File: config.mk
export PLATFORM = sky130hd
export DESIGN_NAME = gpp_port
export DESIGN_NICKNAME = d
export VERILOG_FILES = /design/src/logic/gpp_pkg.sv /design/src/logic/gpp_irq_detect.sv /design/src/logic/gpp_port.sv /design/src/logic/gpp_sync.sv
export SDC_FILE = /design/constraint.sdc
export NUM_CORES = 1
export LEC_CHECK = 0
export ABC_AREA = 1
export BUFFER_PORTS_ARGS = -buffer_cell sky130_fd_sc_hd__buf_2
export CORE_UTILIZATION = 40
export DETAILED_ROUTE_END_ITERATION = 6
export PLACE_DENSITY = 0.65
export SLEW_MARGIN = 30
export SYNTH_ARGS = -nofsm -noshare
export SYNTH_HDL_FRONTEND = slang
export SYNTH_HIERARCHICAL = 1
export SYNTH_SLANG_ARGS = --single-unit
File: constraint.sdc
create_clock -name CLK -period 3.55 [get_ports CLK]
set_input_delay 0.355 -clock CLK [delete_from_list [all_inputs] [get_ports CLK]]
set_output_delay 0.355 -clock CLK [all_outputs]
set_load 0.05 [all_outputs]
File: src/logic/gpp_pkg.sv
// shared constants for the eight-pin port block
package gpp_pkg;
    localparam int NPIN = 8;
    // address bits carrying the data window mask
    localparam int MASK_LSB = 2;
    localparam int MASK_MSB = 9;
    // byte offsets
    localparam logic [11:0] OFS_DATA_END = 12'h03FC;
    localparam logic [11:0] OFS_DIR = 12'h0400;
    localparam logic [11:0] OFS_IS = 12'h0404;
    localparam logic [11:0] OFS_IBE = 12'h0408;
    localparam logic [11:0] OFS_IEV = 12'h040C;
    localparam logic [11:0] OFS_IM = 12'h0410;
    localparam logic [11:0] OFS_RIS = 12'h0414;
    localparam logic [11:0] OFS_MIS = 12'h0418;
    localparam logic [11:0] OFS_ICR = 12'h041C;
    localparam logic [11:0] OFS_AFSEL = 12'h0420;
    localparam logic [11:0] OFS_DR2R = 12'h0500;
    localparam logic [11:0] OFS_DR4R = 12'h0504;
    localparam logic [11:0] OFS_DR8R = 12'h0508;
    localparam logic [11:0] OFS_ODR = 12'h050C;
    localparam logic [11:0] OFS_PUR = 12'h0510;
    localparam logic [11:0] OFS_PDR = 12'h0514;
    localparam logic [11:0] OFS_SLR = 12'h0518;
    localparam logic [11:0] OFS_DEN = 12'h051C;
    // reset values
    localparam logic [7:0] RST_ZERO = 8'h00;
    localparam logic [7:0] RST_DR2R = 8'hFF;
    localparam logic [7:0] RST_PUR = 8'hFF;
    localparam logic [7:0] RST_DEN = 8'hFF;
    localparam logic [7:0] RST_AFSEL = 8'h00;
    // default trigger pin index
    localparam int TRIG_PIN_DEFAULT = 4;
    typedef enum logic {GPP_BUS_IDLE, GPP_BUS_ACK} gpp_bus_state_t;
endpackage

File: src/logic/gpp_irq_detect.sv
// per-pin edge and level interrupt detection with sticky edge flags
module gpp_irq_detect #(
    parameter int W = 8
) (
    // clock and reset
    input wire logic CLK,
    input wire logic SRST,
    // synchronised pin samples
    input wire logic [W-1:0] pin_now,
    input wire logic [W-1:0] pin_prev,
    // trigger configuration
    input wire logic [W-1:0] sense_level,
    input wire logic [W-1:0] both_edges,
    input wire logic [W-1:0] high_rising,
    input wire logic [W-1:0] enable_mask,
    // write-one clear strobe
    input wire logic [W-1:0] clear,
    // status
    output logic [W-1:0] raw,
    output logic [W-1:0] masked
);
    import gpp_pkg::*;

    typedef struct packed {
        logic [W-1:0] edge_hit;
    } gpp_det_state_t;

    gpp_det_state_t st;
    gpp_det_state_t next_st;
    logic [W-1:0] rise;
    logic [W-1:0] fall;
    logic [W-1:0] edge_event;
    logic [W-1:0] level_hit;

    always_comb begin
        rise = pin_now & ~pin_prev;
        fall = ~pin_now & pin_prev;
        edge_event = both_edges & (rise | fall)
            | ~both_edges & (high_rising & rise | ~high_rising & fall);
        level_hit = ~(pin_now ^ high_rising);
        next_st = st;
        // a new edge in the clearing cycle survives the clear
        next_st.edge_hit = (st.edge_hit & ~clear) | (edge_event & ~sense_level);
    end

    always_ff @(posedge CLK) begin
        if (SRST) begin
            st <= '0;
        end else begin
            st <= next_st;
        end
    end

    // level status follows the pin, so a clear cannot hold it down
    assign raw = (sense_level & level_hit) | (~sense_level & st.edge_hit);
    assign masked = raw & enable_mask;
endmodule

File: src/logic/gpp_port.sv
// eight-pin general purpose port with masked data window and pin interrupts
//
// Overview of operation
// - pins reset as inputs under software control
// - test-port pins reset under peripheral control
// - any reset restores both pin groups
// - address bits 9..2 mask the data bits
// - data window spans 256 aliased words
// - writes change only mask-selected bits
// - reads return zero for unselected bits
// - reads: outputs give written value, inputs pin
// - direction per pin; software drives outputs only
// - all enabled pin interrupts form one output
// - edge flags stay set until cleared
// - sense, both-edge, event bits pick trigger
// - mask bit one forwards the pin interrupt
// - raw status ignores the mask
// - masked status is raw and mask
// - writing one to clear drops the flag
// - mask pins before changing trigger settings
// - unmasked trigger pin also pulses converter trigger
// - peripheral select hands the pin to peripheral
// - otherwise data register drives and samples pin
// - peripheral mode ignores direction; needs digital enable
module gpp_port
    import gpp_pkg::*;
#(
    parameter logic [7:0] PERIPH_CTRL_RESET = gpp_pkg::RST_AFSEL,
    parameter bit TRIGGER_USED = 1'b0,
    parameter int TRIGGER_PIN = gpp_pkg::TRIG_PIN_DEFAULT
) (
    // clock and reset
    input wire logic CLK,
    input wire logic SRST,
    // wishbone slave
    input wire logic CYC_I,
    input wire logic STB_I,
    input wire logic WE_I,
    input wire logic [11:2] ADR_I,
    input wire logic [3:0] SEL_I,
    input wire logic [31:0] DAT_I,
    output logic [31:0] DAT_O,
    output logic ACK_O,
    // pads
    input wire logic [gpp_pkg::NPIN-1:0] PIN_IN,
    output logic [gpp_pkg::NPIN-1:0] PIN_OUT,
    output logic [gpp_pkg::NPIN-1:0] PIN_OE,
    // alternate function peripheral
    input wire logic [gpp_pkg::NPIN-1:0] PERIPH_OUT,
    input wire logic [gpp_pkg::NPIN-1:0] PERIPH_OE,
    output logic [gpp_pkg::NPIN-1:0] PERIPH_IN,
    // pad electrical settings
    output logic [gpp_pkg::NPIN-1:0] PULL_UP_SELECT,
    output logic [gpp_pkg::NPIN-1:0] PULL_DOWN_SELECT,
    output logic [gpp_pkg::NPIN-1:0] DRIVE_LOW_CURRENT_SELECT,
    output logic [gpp_pkg::NPIN-1:0] DRIVE_MID_CURRENT_SELECT,
    output logic [gpp_pkg::NPIN-1:0] DRIVE_HIGH_CURRENT_SELECT,
    output logic [gpp_pkg::NPIN-1:0] SLEW_LIMIT_SELECT,
    output logic [gpp_pkg::NPIN-1:0] DIGITAL_INPUT_ENABLE,
    // interrupt and converter trigger
    output logic PORT_IRQ,
    output logic CONVERTER_TRIGGER
);
    import gpp_pkg::*;

    ////////////////////////////////////////////////////////////////////////
    // state

    typedef struct packed {
        gpp_bus_state_t bus;
        logic [31:0] rdata;
        logic [NPIN-1:0] pin_data_window;
        logic [NPIN-1:0] pin_direction;
        logic [NPIN-1:0] irq_sense_select;
        logic [NPIN-1:0] irq_both_edges;
        logic [NPIN-1:0] irq_polarity_event;
        logic [NPIN-1:0] irq_enable_mask;
        logic [NPIN-1:0] peripheral_control_select;
        logic [NPIN-1:0] drive_low_current_select;
        logic [NPIN-1:0] drive_mid_current_select;
        logic [NPIN-1:0] drive_high_current_select;
        logic [NPIN-1:0] open_drain_select;
        logic [NPIN-1:0] pull_up_select;
        logic [NPIN-1:0] pull_down_select;
        logic [NPIN-1:0] slew_limit_select;
        logic [NPIN-1:0] digital_input_enable;
        logic trig_prev;
        logic trig;
    } gpp_port_state_t;

    gpp_port_state_t st;
    gpp_port_state_t next_st;

    logic [NPIN-1:0] pin_now;
    logic [NPIN-1:0] pin_prev;
    logic [NPIN-1:0] pin_seen;
    logic [NPIN-1:0] seen_prev;
    logic [NPIN-1:0] irq_clear;
    logic [NPIN-1:0] irq_raw_status;
    logic [NPIN-1:0] irq_masked_status;
    logic [NPIN-1:0] sw_mode;
    logic [11:0] byte_addr;
    logic req;
    logic wr_lane0;

    ////////////////////////////////////////////////////////////////////////
    // helpers

    // merge a write under a per-bit enable
    function automatic logic [NPIN-1:0] merge(
        input logic [NPIN-1:0] old_val,
        input logic [NPIN-1:0] new_val,
        input logic [NPIN-1:0] en
    );
        merge = (old_val & ~en) | (new_val & en);
    endfunction

    function automatic logic [31:0] widen(input logic [NPIN-1:0] v);
        widen = {{(32 - NPIN){1'b0}}, v};
    endfunction

    ////////////////////////////////////////////////////////////////////////
    // input path

    gpp_sync #(
        .W(NPIN)
    ) u_sync (
        .CLK(CLK),
        .SRST(SRST),
        .pin_raw(PIN_IN),
        .pin_now(pin_now),
        .pin_prev(pin_prev)
    );

    // input buffer off means the pin reads low
    assign pin_seen = pin_now & st.digital_input_enable;
    assign seen_prev = pin_prev & st.digital_input_enable;

    gpp_irq_detect #(
        .W(NPIN)
    ) u_detect (
        .CLK(CLK),
        .SRST(SRST),
        .pin_now(pin_seen),
        .pin_prev(seen_prev),
        .sense_level(st.irq_sense_select),
        .both_edges(st.irq_both_edges),
        .high_rising(st.irq_polarity_event),
        .enable_mask(st.irq_enable_mask),
        .clear(irq_clear),
        .raw(irq_raw_status),
        .masked(irq_masked_status)
    );

    ////////////////////////////////////////////////////////////////////////
    // bus decode

    assign byte_addr = {ADR_I, 2'b00};
    assign req = CYC_I && STB_I && (st.bus == GPP_BUS_IDLE);
    // data lives in byte lane 0; the other lanes are ignored
    assign wr_lane0 = req && WE_I && SEL_I[0];
    assign irq_clear = (wr_lane0 && byte_addr == OFS_ICR) ? DAT_I[NPIN-1:0] : '0;
    assign sw_mode = ~st.peripheral_control_select;

    ////////////////////////////////////////////////////////////////////////
    // next state

    always_comb begin
        logic [NPIN-1:0] mask;
        logic [NPIN-1:0] data_view;
        logic [NPIN-1:0] wd;
        mask = ADR_I[MASK_MSB:MASK_LSB];
        // outputs report the latch, inputs the pin
        data_view = (st.pin_direction & sw_mode & st.pin_data_window)
            | (~(st.pin_direction & sw_mode) & pin_seen);
        wd = DAT_I[NPIN-1:0];
        next_st = st;
        next_st.rdata = st.rdata;

        unique case (st.bus)
            GPP_BUS_IDLE: begin
                if (req) begin
                    next_st.bus = GPP_BUS_ACK;
                end
            end
            GPP_BUS_ACK: begin
                next_st.bus = GPP_BUS_IDLE;
            end
        endcase

        if (req && !WE_I) begin
            if (byte_addr <= OFS_DATA_END) begin
                next_st.rdata = widen(data_view & mask);
            end else begin
                unique case (byte_addr)
                    OFS_DIR: next_st.rdata = widen(st.pin_direction);
                    OFS_IS: next_st.rdata = widen(st.irq_sense_select);
                    OFS_IBE: next_st.rdata = widen(st.irq_both_edges);
                    OFS_IEV: next_st.rdata = widen(st.irq_polarity_event);
                    OFS_IM: next_st.rdata = widen(st.irq_enable_mask);
                    OFS_RIS: next_st.rdata = widen(irq_raw_status);
                    OFS_MIS: next_st.rdata = widen(irq_masked_status);
                    OFS_AFSEL: next_st.rdata = widen(st.peripheral_control_select);
                    OFS_DR2R: next_st.rdata = widen(st.drive_low_current_select);
                    OFS_DR4R: next_st.rdata = widen(st.drive_mid_current_select);
                    OFS_DR8R: next_st.rdata = widen(st.drive_high_current_select);
                    OFS_ODR: next_st.rdata = widen(st.open_drain_select);
                    OFS_PUR: next_st.rdata = widen(st.pull_up_select);
                    OFS_PDR: next_st.rdata = widen(st.pull_down_select);
                    OFS_SLR: next_st.rdata = widen(st.slew_limit_select);
                    OFS_DEN: next_st.rdata = widen(st.digital_input_enable);
                    default: next_st.rdata = '0;
                endcase
            end
        end

        if (wr_lane0) begin
            if (byte_addr <= OFS_DATA_END) begin
                // all 256 aliases hit the same latch
                next_st.pin_data_window = merge(st.pin_data_window, wd, mask);
            end else begin
                unique case (byte_addr)
                    OFS_DIR: next_st.pin_direction = wd;
                    // no spurious-edge guard: software masks first
                    OFS_IS: next_st.irq_sense_select = wd;
                    OFS_IBE: next_st.irq_both_edges = wd;
                    OFS_IEV: next_st.irq_polarity_event = wd;
                    OFS_IM: next_st.irq_enable_mask = wd;
                    OFS_AFSEL: next_st.peripheral_control_select = wd;
                    OFS_DR2R: next_st.drive_low_current_select = wd;
                    OFS_DR4R: next_st.drive_mid_current_select = wd;
                    OFS_DR8R: next_st.drive_high_current_select = wd;
                    OFS_ODR: next_st.open_drain_select = wd;
                    OFS_PUR: next_st.pull_up_select = wd;
                    OFS_PDR: next_st.pull_down_select = wd;
                    OFS_SLR: next_st.slew_limit_select = wd;
                    OFS_DEN: next_st.digital_input_enable = wd;
                    default: next_st.rdata = st.rdata;
                endcase
            end
        end

        // one-cycle pulse on each new masked trigger-pin condition
        next_st.trig_prev = TRIGGER_USED && irq_masked_status[TRIGGER_PIN];
        next_st.trig = TRIGGER_USED && irq_masked_status[TRIGGER_PIN]
            && !st.trig_prev;
    end

    ////////////////////////////////////////////////////////////////////////
    // registers

    always_ff @(posedge CLK) begin
        if (SRST) begin
            // one reset serves power-on and external reset alike
            st.bus <= GPP_BUS_IDLE;
            st.rdata <= '0;
            st.pin_data_window <= RST_ZERO;
            st.pin_direction <= RST_ZERO;
            st.irq_sense_select <= RST_ZERO;
            st.irq_both_edges <= RST_ZERO;
            st.irq_polarity_event <= RST_ZERO;
            st.irq_enable_mask <= RST_ZERO;
            st.peripheral_control_select <= PERIPH_CTRL_RESET;
            st.drive_low_current_select <= RST_DR2R;
            st.drive_mid_current_select <= RST_ZERO;
            st.drive_high_current_select <= RST_ZERO;
            st.open_drain_select <= RST_ZERO;
            st.pull_up_select <= RST_PUR;
            st.pull_down_select <= RST_ZERO;
            st.slew_limit_select <= RST_ZERO;
            st.digital_input_enable <= RST_DEN;
            st.trig_prev <= 1'b0;
            st.trig <= 1'b0;
        end else begin
            st <= next_st;
        end
    end

    ////////////////////////////////////////////////////////////////////////
    // outputs

    assign DAT_O = st.rdata;
    assign ACK_O = (st.bus == GPP_BUS_ACK);

    // peripheral pins follow the peripheral, direction ignored
    assign PIN_OUT = (st.peripheral_control_select & PERIPH_OUT)
        | (sw_mode & st.pin_data_window & ~st.open_drain_select);
    // on software pins open drain only ever pulls low; peripheral pins ignore it
    assign PIN_OE = (st.peripheral_control_select & PERIPH_OE)
        | (sw_mode & st.pin_direction
        & (~st.open_drain_select | ~st.pin_data_window));
    assign PERIPH_IN = st.peripheral_control_select & pin_seen;

    assign PULL_UP_SELECT = st.pull_up_select;
    assign PULL_DOWN_SELECT = st.pull_down_select;
    assign DRIVE_LOW_CURRENT_SELECT = st.drive_low_current_select;
    assign DRIVE_MID_CURRENT_SELECT = st.drive_mid_current_select;
    assign DRIVE_HIGH_CURRENT_SELECT = st.drive_high_current_select;
    assign SLEW_LIMIT_SELECT = st.slew_limit_select;
    assign DIGITAL_INPUT_ENABLE = st.digital_input_enable;

    assign PORT_IRQ = |irq_masked_status;
    assign CONVERTER_TRIGGER = st.trig;
endmodule

File: src/logic/gpp_sync.sv
// two-stage pin synchroniser with a held previous sample
module gpp_sync #(
    parameter int W = 8
) (
    // clock and reset
    input wire logic CLK,
    input wire logic SRST,
    // raw pins and synchronised view
    input wire logic [W-1:0] pin_raw,
    output logic [W-1:0] pin_now,
    output logic [W-1:0] pin_prev
);
    import gpp_pkg::*;

    typedef struct packed {
        logic [W-1:0] s1;
        logic [W-1:0] s2;
        logic [W-1:0] prev;
        logic [1:0] warm;
    } gpp_sync_state_t;

    gpp_sync_state_t st;
    gpp_sync_state_t next_st;

    always_comb begin
        next_st = st;
        next_st.s1 = pin_raw;
        next_st.s2 = st.s1;
        next_st.prev = st.s2;
        next_st.warm = (st.warm == 2'd3) ? st.warm : st.warm + 2'd1;
    end

    always_ff @(posedge CLK) begin
        if (SRST) begin
            st <= '0;
        end else begin
            st <= next_st;
        end
    end

    assign pin_now = st.s2;
    // until the stages hold real samples, no edge: a pulled-up pin would look like a rise
    assign pin_prev = (st.warm == 2'd3) ? st.prev : st.s2;
endmodule

==> reports/results.tsv, run 1 <==
stage	metric	value	unit
run_status	status	completed	
yosys	yosysUniqueCellTypes	35	
worst_hold_path	holdPathStages	3	
worst_hold_path	hp-class	input pin to flip-flop	
worst_setup_path	cp_max_fo	5	
timing	drv_slew	0	
worst_hold_path	holdCritStartpoint	PIN_IN[2]	
placement	place_congestion	0.898	
yosys	yosysWarnings	6	
clock_tree	clockRootBuffer	clkbuf_16	
yosys	ys_ff_latch	163	
yosys	syn_inst	1303	
die	dieArea	0.0237	mm²
final_layout	diodes	0	
clock_tree	path_clk_slew	70	ps
worst_setup_path	cp_common_cell	nand2_1	
clock_tree	postCtsHoldBufs	0	
clock_tree	cts-resized-gates	0	
global_routing	grt_pass1_vias	7606	
final_layout	final_nets	1426	
die	die_h	154	µm
worst_hold_path	holdPathEnd	u_sync/next_st[12]	
die	die_w	154	µm
global_routing	grt-ovfl-total	0	
clock_tree	htree_levels	4	
die	start_util	0.408	
global_routing	grt_max_degree	64	
worst_setup_path	cp_slowest_cell	dfxtp_1	
clock_tree	cts-buffers-inserted	17	
global_routing	grtUsageTotal	0.239	
worst_setup_path	r2r_setup_slack	1430	ps
timing	fmax	357	MHz
power_and_ir_drop	ir_drop	0.277	mV
worst_setup_path	critical_path_class	flip-flop to primary output	
yosys	avgSynthCellArea	7.09	µm²
timing	relSlewSlack	0.428	
worst_setup_path	worst_ep_required_time	3190	ps
timing	finClkSkew	15.0	ps
timing	period_needed	2800	ps
route	wl	28400	µm
worst_setup_path	slowest_delay	450	ps
global_routing	grt_first_pass_wirelength	43200	µm
placement	numPortBuffers	137	
worst_setup_path	r2r_cells	8	
clock_tree	cts_buffer_depth	2	
die	rows	55	
global_routing	antenna_found_initial	0	
die	pin_count	190	
worst_setup_path	rr_startpoint	u_sync/st[0]	
timing	rsz0062_at_grt	false	
route	vias	8688	
timing	worst_pin_slew	857	ps
worst_setup_path	crit_buf_inv	2	
yosys	netlist_area	0.00924	mm²
job	maxCapViolCount	0	
route	postRouteAntennaNets	0	
timing	setup_tns	0	ps
final_layout	syn_to_final_growth	7.26	%
clock_tree	tritoncts	built	
power_and_ir_drop	power.density	415	mW/mm²
route	viasPerCell	5.33	
die	core	0.0226	mm²
yosys	ys_seq_area_frac	0.353	
clock_tree	clk_latency	440	ps
clock_tree	cts_setup_buffers	0	
timing	fin_crit_sh	0.789	
final_layout	final_cell_mix	nand2_1, dfxtp_1, nand3_1	
worst_setup_path	r2r-end	u_detect/st[4]	
placement	dp_hpwl	20300	µm
route	first_pass_iters	6	
worst_setup_path	arrival	2440	ps
worst_setup_path	crit_path_start_kind	flip-flop	
route	routedWlPerCell	17.4	µm
worst_setup_path	crit_chain	nand2_1, inv_1, xor2_1, nand2_1, nand2_1, nor2_1, nor4_1, nand2_1, buf_2	
final_layout	drive_above_1_share	0.168	
timing	setup_viol	0	
power_and_ir_drop	p_total	0.00411	W
final_layout	layout.cells.most_common	nand2_1	
worst_setup_path	cp_top_family	simple AND/OR/NAND/NOR gates	
route	drtIter0Drc	812	
worst_setup_path	endpoint_kind	primary output	
timing	final_hold_viol_count	0	
power_and_ir_drop	power.leakage	4.87	nW
route	drc	0	
clock_tree	clock_sinks	163	
-- report_power, final --
part	switching (W)	internal [W]
Combinational	0.000269	0.0000771
Sequential	0.0000142	0.00185
Clock	0.000827	0.00107
-- synthesized netlist by cell type, drive strengths merged --
cell	count	area, µm²
a41oi	5	43.8
clkinv	1	5.00
o211ai	24	180
dfxtp	163	3260
a21o	8	60.1
clkbuf	23	86.3
ha	18	225
o31ai	5	37.5
conb	1	3.75
o21ai	118	591
nand2	227	872
a311oi	3	26.3
nor4	2	12.5
inv	144	543
nor3	4	65.1
nor2	122	602
xor2	8	70.1
nand3	143	753
buf	137	1040
or2	8	50.1
a21oi	131	656
nand4	8	50.1
-- registers in the layout (all words and copies together) (netlist names), 8 cells and up, named ones only --
register                   cells
PULL_DOWN_SELECT               8
PULL_UP_SELECT                 8
st                            56
SLEW_LIMIT_SELECT              8
DRIVE_MID_CURRENT_SELECT       8
DAT_O                          8
DRIVE_LOW_CURRENT_SELECT       8
u_sync/pin_now                 8
u_detect/st                    8
DRIVE_HIGH_CURRENT_SELECT      8
DIGITAL_INPUT_ENABLE           8
u_sync/next_st                 8
u_sync/st                     10
-- layer usage --
layer  up-vias  track usage  part of all wire
met3        57       0.0414             0.074
met5         -            0                 0
met4         0        0.113             0.035
met1      4027        0.309              0.43
met2       402        0.385              0.46
li1       4202            -                 -
-- cells by family (layout without fill, tap and decap cells) --
family,count (synthesis),count (layout),share of synthesized area
DFF,163,163,0.353
other,1,25,0.000406
adders and majority gates,18,18,0.0244
and+or+nand+nor,514,514,0.260
AOI/OAI and AO/OA,294,294,0.173
buffers and inverters,305,324,0.181
xor gates and xnor gates,8,8,0.00759
-- tightest hold or removal path, stage by stage --
cell and delay (ps):
buf_2 70, inv_1 30, nor2_1 60
-- through the flow --
stage	utilization	area, µm²	setup slack [ps]	hold WS, ps	std cells
floorplan	-	9330	1650	388	1327
CTS	0.438	9910	815	107	1631
global route	0.438	9910	580	124	1631
global placement	0.411	9320	1290	390	1599
finish	0.438	9910	750	115	1631
detailed placement	0.411	9320	1220	392	1599
-- worst max-delay path by stage --
stage / from / end / slack, ps / cells after the start
2_1_floorplan: st[73] / PIN_OUT[7] / 1650 / 3
3_3_place_gp: ADR_I[6] / st[105] / 1290 / 8
3_5_place_dp: ADR_I[7] / st[105] / 1220 / 8
4_1_cts: DIGITAL_INPUT_ENABLE[2] / PORT_IRQ / 810 / 9
5_1_grt: DIGITAL_INPUT_ENABLE[2] / PORT_IRQ / 580 / 9
6_report: DIGITAL_INPUT_ENABLE[2] / PORT_IRQ / 750 / 9
-- layout make-up --
type                    count  area [µm²]
multi-input cells         859        4390
flip-flops and latches    163        3260
clock buffers              19         443
well taps                 285         357
inverters                 145         548
repair buffers            147         761
clock inverters            13         149
fillers                  2352       12700
Power figures use the tool's default switching activity.
==> inputs of run 2 (changes only) <==
PLACE_DENSITY = 0.68   (was 0.65)
clock period = 2.4 ns   (was 3.55 ns; I/O delays follow)
==> run 2 against run 1 <==
Against the previous run:
- count of clock-buffer cells in the layout shrank 1
- flip-flop and latch count is the same
- global-route usage grew 0.30 points
- critical path depth is the same
- combinational power grew 55%
- final area grew 2.6%
- largest power group is now registers
- power grew 47%
- clock skew shrank 5.6 ps
==> reports/results.tsv, run 2 (same netlist as run 1, synthesis figures left out) <==
stage	metric	value	unit
timing	period_needed	2310	ps
global_routing	grt_pass1_vias	7762	
route	vias	8837	
worst_hold_path	holdPathStages	3	
die	rows	55	
clock_tree	path_clk_slew	70	ps
clock_tree	clock_sinks	163	
route	wl	28700	µm
final_layout	diodes	0	
final_layout	largest_registers	st (56), u_sync/st (10)	
worst_setup_path	crit_path_start_kind	flip-flop	
final_layout	syn_to_final_growth	10.1	%
final_layout	final_nets	1449	
final_layout	drive_above_1_share	0.197	
route	viasPerCell	5.34	
worst_setup_path	cp_max_fo	5	
route	postRouteAntennaNets	0	
placement	numPortBuffers	137	
die	die_w	154	µm
worst_hold_path	holdPathEnd	u_sync/next_st[17]	
timing	final_hold_viol_count	0	
timing	drv_slew	0	
clock_tree	clockRootBuffer	clkbuf_16	
worst_hold_path	holdCritStartpoint	PIN_IN[7]	
timing	finClkSkew	9.41	ps
timing	setup_tns	0	ps
worst_hold_path	hp-class	input pin to flip-flop	
clock_tree	htree_levels	4	
die	dieArea	0.0237	mm²
worst_setup_path	arrival	2070	ps
route	drtIter0Drc	900	
placement	dp_hpwl	21000	µm
worst_setup_path	r2r_setup_slack	540	ps
final_layout	fin_area	0.0102	mm²
worst_setup_path	r2r-end	st[97]	
placement	placed_area	0.00949	mm²
timing	fin_crit_sh	0.964	
worst_setup_path	r2r_cells	7	
clock_tree	cts-buffers-inserted	17	
power_and_ir_drop	power.leakage	4.97	nW
clock_tree	cts_buffer_depth	2	
global_routing	grt-ovfl-total	0	
die	pin_count	190	
global_routing	antenna_found_initial	1	
timing	whs	3.82	ps
power_and_ir_drop	power.density	595	mW/mm²
timing	rsz0062_at_grt	false	
timing	worst_pin_slew	900	ps
placement	place_congestion	0.955	
timing	setup_viol	0	
route	drc	0	
timing	fmax	432	MHz
final_layout	fin_util	0.449	
worst_setup_path	endpoint_kind	primary output	
worst_setup_path	critical_path_class	flip-flop to primary output	
final_layout	final_cell_mix	nand2_1, dfxtp_1, nand3_1	
final_layout	largest_reg_flops	56	
clock_tree	tritoncts	built	
global_routing	grt_max_degree	47	
worst_setup_path	worst_ep_required_time	2160	ps
route	routedWlPerCell	17.4	µm
clock_tree	clk_latency	440	ps
final_layout	largest-register	st	
die	die_h	154	µm
die	start_util	0.408	
final_layout	layout.cells.most_common	nand2_1	
clock_tree	cts_setup_buffers	0	
job	maxCapViolCount	0	
run_status	status	completed	
worst_setup_path	rr_startpoint	ACK_O	
global_routing	grtUsageTotal	0.242	
route	first_pass_iters	6	
global_routing	grt_first_pass_wirelength	43600	µm
die	core	0.0226	mm²
power_and_ir_drop	ir_drop	0.434	mV
timing	relSlewSlack	0.399	
## run 2: cell types whose count changed in the layout (fill, tap and decap cells not counted), sizes merged
cell and change:
inv +1, dlygate4sd3 +5, buf +18, clkbuf -1
bufinv -1, clkinvlp +1
## run 2: area by class of cell
cell class / instances / area [µm²]
Tap cell: 285 / 357
Fill cell: 2284 / 12500
Sequential cell: 163 / 3280
Clock inverter: 14 / 144
Clock buffer: 18 / 439
Timing Repair Buffer: 170 / 990
Inverter: 145 / 548
Multi-Input combinational cell: 859 / 4410
## run 2: how the worst max path moves through the flow
stage | startpoint | end | depth (start not counted)
floorplan | st[73] | PIN_OUT[7] | 3
global placement | DIGITAL_INPUT_ENABLE[2] | PORT_IRQ | 9
detailed placement | DIGITAL_INPUT_ENABLE[2] | PORT_IRQ | 9
CTS | u_sync/pin_now[5] | PORT_IRQ | 9
global route | DIGITAL_INPUT_ENABLE[2] | PORT_IRQ | 9
finish | DIGITAL_INPUT_ENABLE[6] | PORT_IRQ | 9
## run 2: routing by layer
metal	track usage	vias to the layer above	wire length (µm)
li1	-	4261	-
met1	0.304	4128	12100
met2	0.405	394	13700
met3	0.0555	52	2200
met5	0	-	9
met4	0.0829	2	775
## run 2: critical path, cell delays in order, from the launching register on
cell and delay [ps]:
dfxtp_2 380, nand2_1 110, inv_2 110, xor2_1 140, nand2_1 60, nand2_1 80, nor2_1 100, nor4_2 270
nand2_1 180, buf_6 200
## run 2: report_power, final
group	switching, W	internal (W)
registers	0.0000228	0.00274
logic	0.000402	0.000134
clock network	0.00126	0.00149
total	0.00168	0.00436
## run 2: through the flow
step / total power [W] / instances / worst slack (ps)
2_1_floorplan: 0.00323 / 1327 / 614
3_3_place_gp: 0.00334 / 1617 / 380
3_5_place_dp: 0.00335 / 1617 / 360
4_1_cts: 0.00605 / 1654 / 5.11
5_1_grt: 0.00624 / 1654 / 0.244
6_report: 0.00605 / 1654 / 85.9
## run 2: repair_timing
item | 4_1_cts | 5_1_grt
resized for setup | 7 | 21
endpoints found under the setup margin | 1 | 1
endpoints found under the hold margin | 5 | 0
pin swaps | 1 | 2
hold buffers | 5 | 0
==> inputs of run 3 (changes only) <==
CTS_BUF_LIST = sky130_fd_sc_hd__clkbuf_16   (was default)
PLACE_DENSITY = default   (was 0.68)
PLACE_DENSITY_LB_ADDON = 0.08   (was default)
==> run 3 against run 2 <==
Against the previous run:
- via count fell by 3.8%
- clock power fell by 3%
- highest routed layer is now met4
- largest power group unchanged
- register-to-register slack improved by 40 ps
- largest cell class unchanged
- power fell by 1.3%
- first-iteration DRC count fell by 32%
- worst hold slack improved by 22 ps
- routed wire length rose by 5.5%
- sequential share of layout area fell by 0.28 points
- critical path type unchanged
==> reports/results.tsv, run 3 (same netlist as run 1, synthesis figures left out) <==
stage	metric	value	unit
timing	period_needed	2300	ps
die	pin_count	190	
die	rows	55	
route	postRouteAntennaNets	0	
final_layout	drive_above_1_share	0.195	
route	wl_met1	13600	µm
final_layout	final_nets	1463	
route	viasPerCell	5.10	
worst_setup_path	critical_path_class	flip-flop to primary output	
final_layout	diodes	0	
global_routing	antenna_found_initial	0	
timing	fmax	435	MHz
timing	fin_crit_sh	0.958	
timing	final_hold_viol_count	0	
final_layout	syn_to_final_growth	10.9	%
clock_tree	htree_levels	4	
power_and_ir_drop	power.density	583	mW/mm²
route	vias	8505	
placement	place_congestion	0.866	
run_status	status	completed	
route	wl_met3	1690	µm
route	drtIter0Drc	608	
final_layout	largest_registers	st (56), u_sync/st (10)	
route	drc	0	
global_routing	grt_first_pass_wirelength	45600	µm
timing	rsz0062_at_grt	false	
worst_setup_path	cp_max_fo	3	
clock_tree	clockRootBuffer	clkbuf_16	
timing	setup_viol	0	
clock_tree	path_clk_slew	70	ps
worst_setup_path	endpoint_kind	primary output	
clock_tree	cts-buffers-inserted	17	
worst_setup_path	crit_chain	nand2_2, inv_2, xor2_1, nand2_1, nand2_1, nor2_1, nor4_2, nand2_1, buf_6	
route	wl_met2	14100	µm
job	maxCapViolCount	0	
global_routing	grt_pass1_vias	7873	
final_layout	largest_reg_flops	56	
worst_setup_path	crit_path_start_kind	flip-flop	
clock_tree	tritoncts	built	
route	top_layer_used	met4	
power_and_ir_drop	ir_drop	0.422	mV
worst_hold_path	hp-class	input pin to flip-flop	
worst_setup_path	slowest_delay	350	ps
timing	finClkSkew	11.1	ps
final_layout	nFillCells	2339	
worst_setup_path	worst_ep_required_time	2160	ps
timing	worst_pin_slew	831	ps
die	dieArea	0.0237	mm²
power_and_ir_drop	power.leakage	5.03	nW
die	core	0.0226	mm²
timing	drv_slew	0	
final_layout	largest-register	st	
timing	setup_tns	0	ps
global_routing	grtUsageTotal	0.258	
die	die_w	154	µm
clock_tree	cts_buffer_depth	2	
route	first_pass_iters	5	
final_layout	layout.cells.most_common	nand2_1	
placement	dp_hpwl	22400	µm
worst_setup_path	arrival	2060	ps
route	routedWlPerCell	18.2	µm
final_layout	final_cells	1668	
worst_setup_path	cp_common_cell	nand2_1	
worst_setup_path	cp_slowest_cell	dfxtp_1	
clock_tree	clk_latency	430	ps
global_routing	grt_max_degree	58	
placement	numPortBuffers	137	
placement	place_inst	1627	
global_routing	grt-ovfl-total	0	
die	start_util	0.408	
die	die_h	154	µm
route	wl	30300	µm
timing	relSlewSlack	0.445	
final_layout	final_cell_mix	nand2_1, dfxtp_1, nand3_1	
clock_tree	clock_sinks	163	
run 3: path summary, 6_finish.rpt:
| kind | start | to | slack [ps] | depth (start not counted) |
|---|---|---|---|---|
| worst max-delay path | u_sync/pin_now[3] | PORT_IRQ | 100 | 9 |
| worst min-delay path | PIN_IN[1] | u_sync/next_st[11] | 30 | 3 |
| worst max register to register | ACK_O | DRIVE_MID_CURRENT_SELECT[0] | 580 | 7 |
| worst min register to register | u_sync/next_st[12] | u_sync/pin_now[2] | 400 | 2 |
run 3: layout make-up:
type                            instances  area [µm²]  area share
Sequential cell                       163        3270       0.320
Tap cell                              285         357      0.0348
Multi-Input combinational cell        859        4410       0.430
Clock inverter                         15         133      0.0129
Timing Repair Buffer                  184        1100       0.107
Inverter                              145         548      0.0535
Clock buffer                           17         425      0.0415
run 3: repair_timing:
action / CTS / global route
buffers inserted: 0 / 2
resized for setup: 7 / 12
cloned: 0 / 0
hold buffers: 7 / 0
setup endpoints to repair: 1 / 1
hold endpoints to repair: 7 / 0
pin swaps: 1 / 2
run 3: worst max-delay path: cells and delay by family (launching register included):
kind / cells / cell delay, ps
buf+inv: 2 / 280
flops: 1 / 350
xor+xnor: 1 / 140
simple gates: 6 / 840
run 3: per-layer routing:
metal / up-vias / GRT usage
li1: 4276 / -
met1: 3903 / 0.330
met2: 279 / 0.424
met3: 47 / 0.0493
met4: 0 / 0.104
met5: - / 0
run 3: power by group:
| part | switching, W | internal, W |
|---|---|---|
| clock | 0.00123 | 0.00143 |
| sequential | 0.0000201 | 0.00274 |
| combinational | 0.000411 | 0.000140 |
run 3: through the flow:
step	power [W]	instance area, µm²	utilization	worst slack (ps)	hold WS (ps)
after global placement	0.00336	9560	0.422	341	391
after detailed placement	0.00336	9560	0.422	342	393
final	0.00597	10200	0.452	101	26.0
after global routing	0.00615	10200	0.452	4.02	27.8
after floorplan	0.00323	9330	-	614	347
after CTS	0.00600	10200	0.451	7.32	20.0
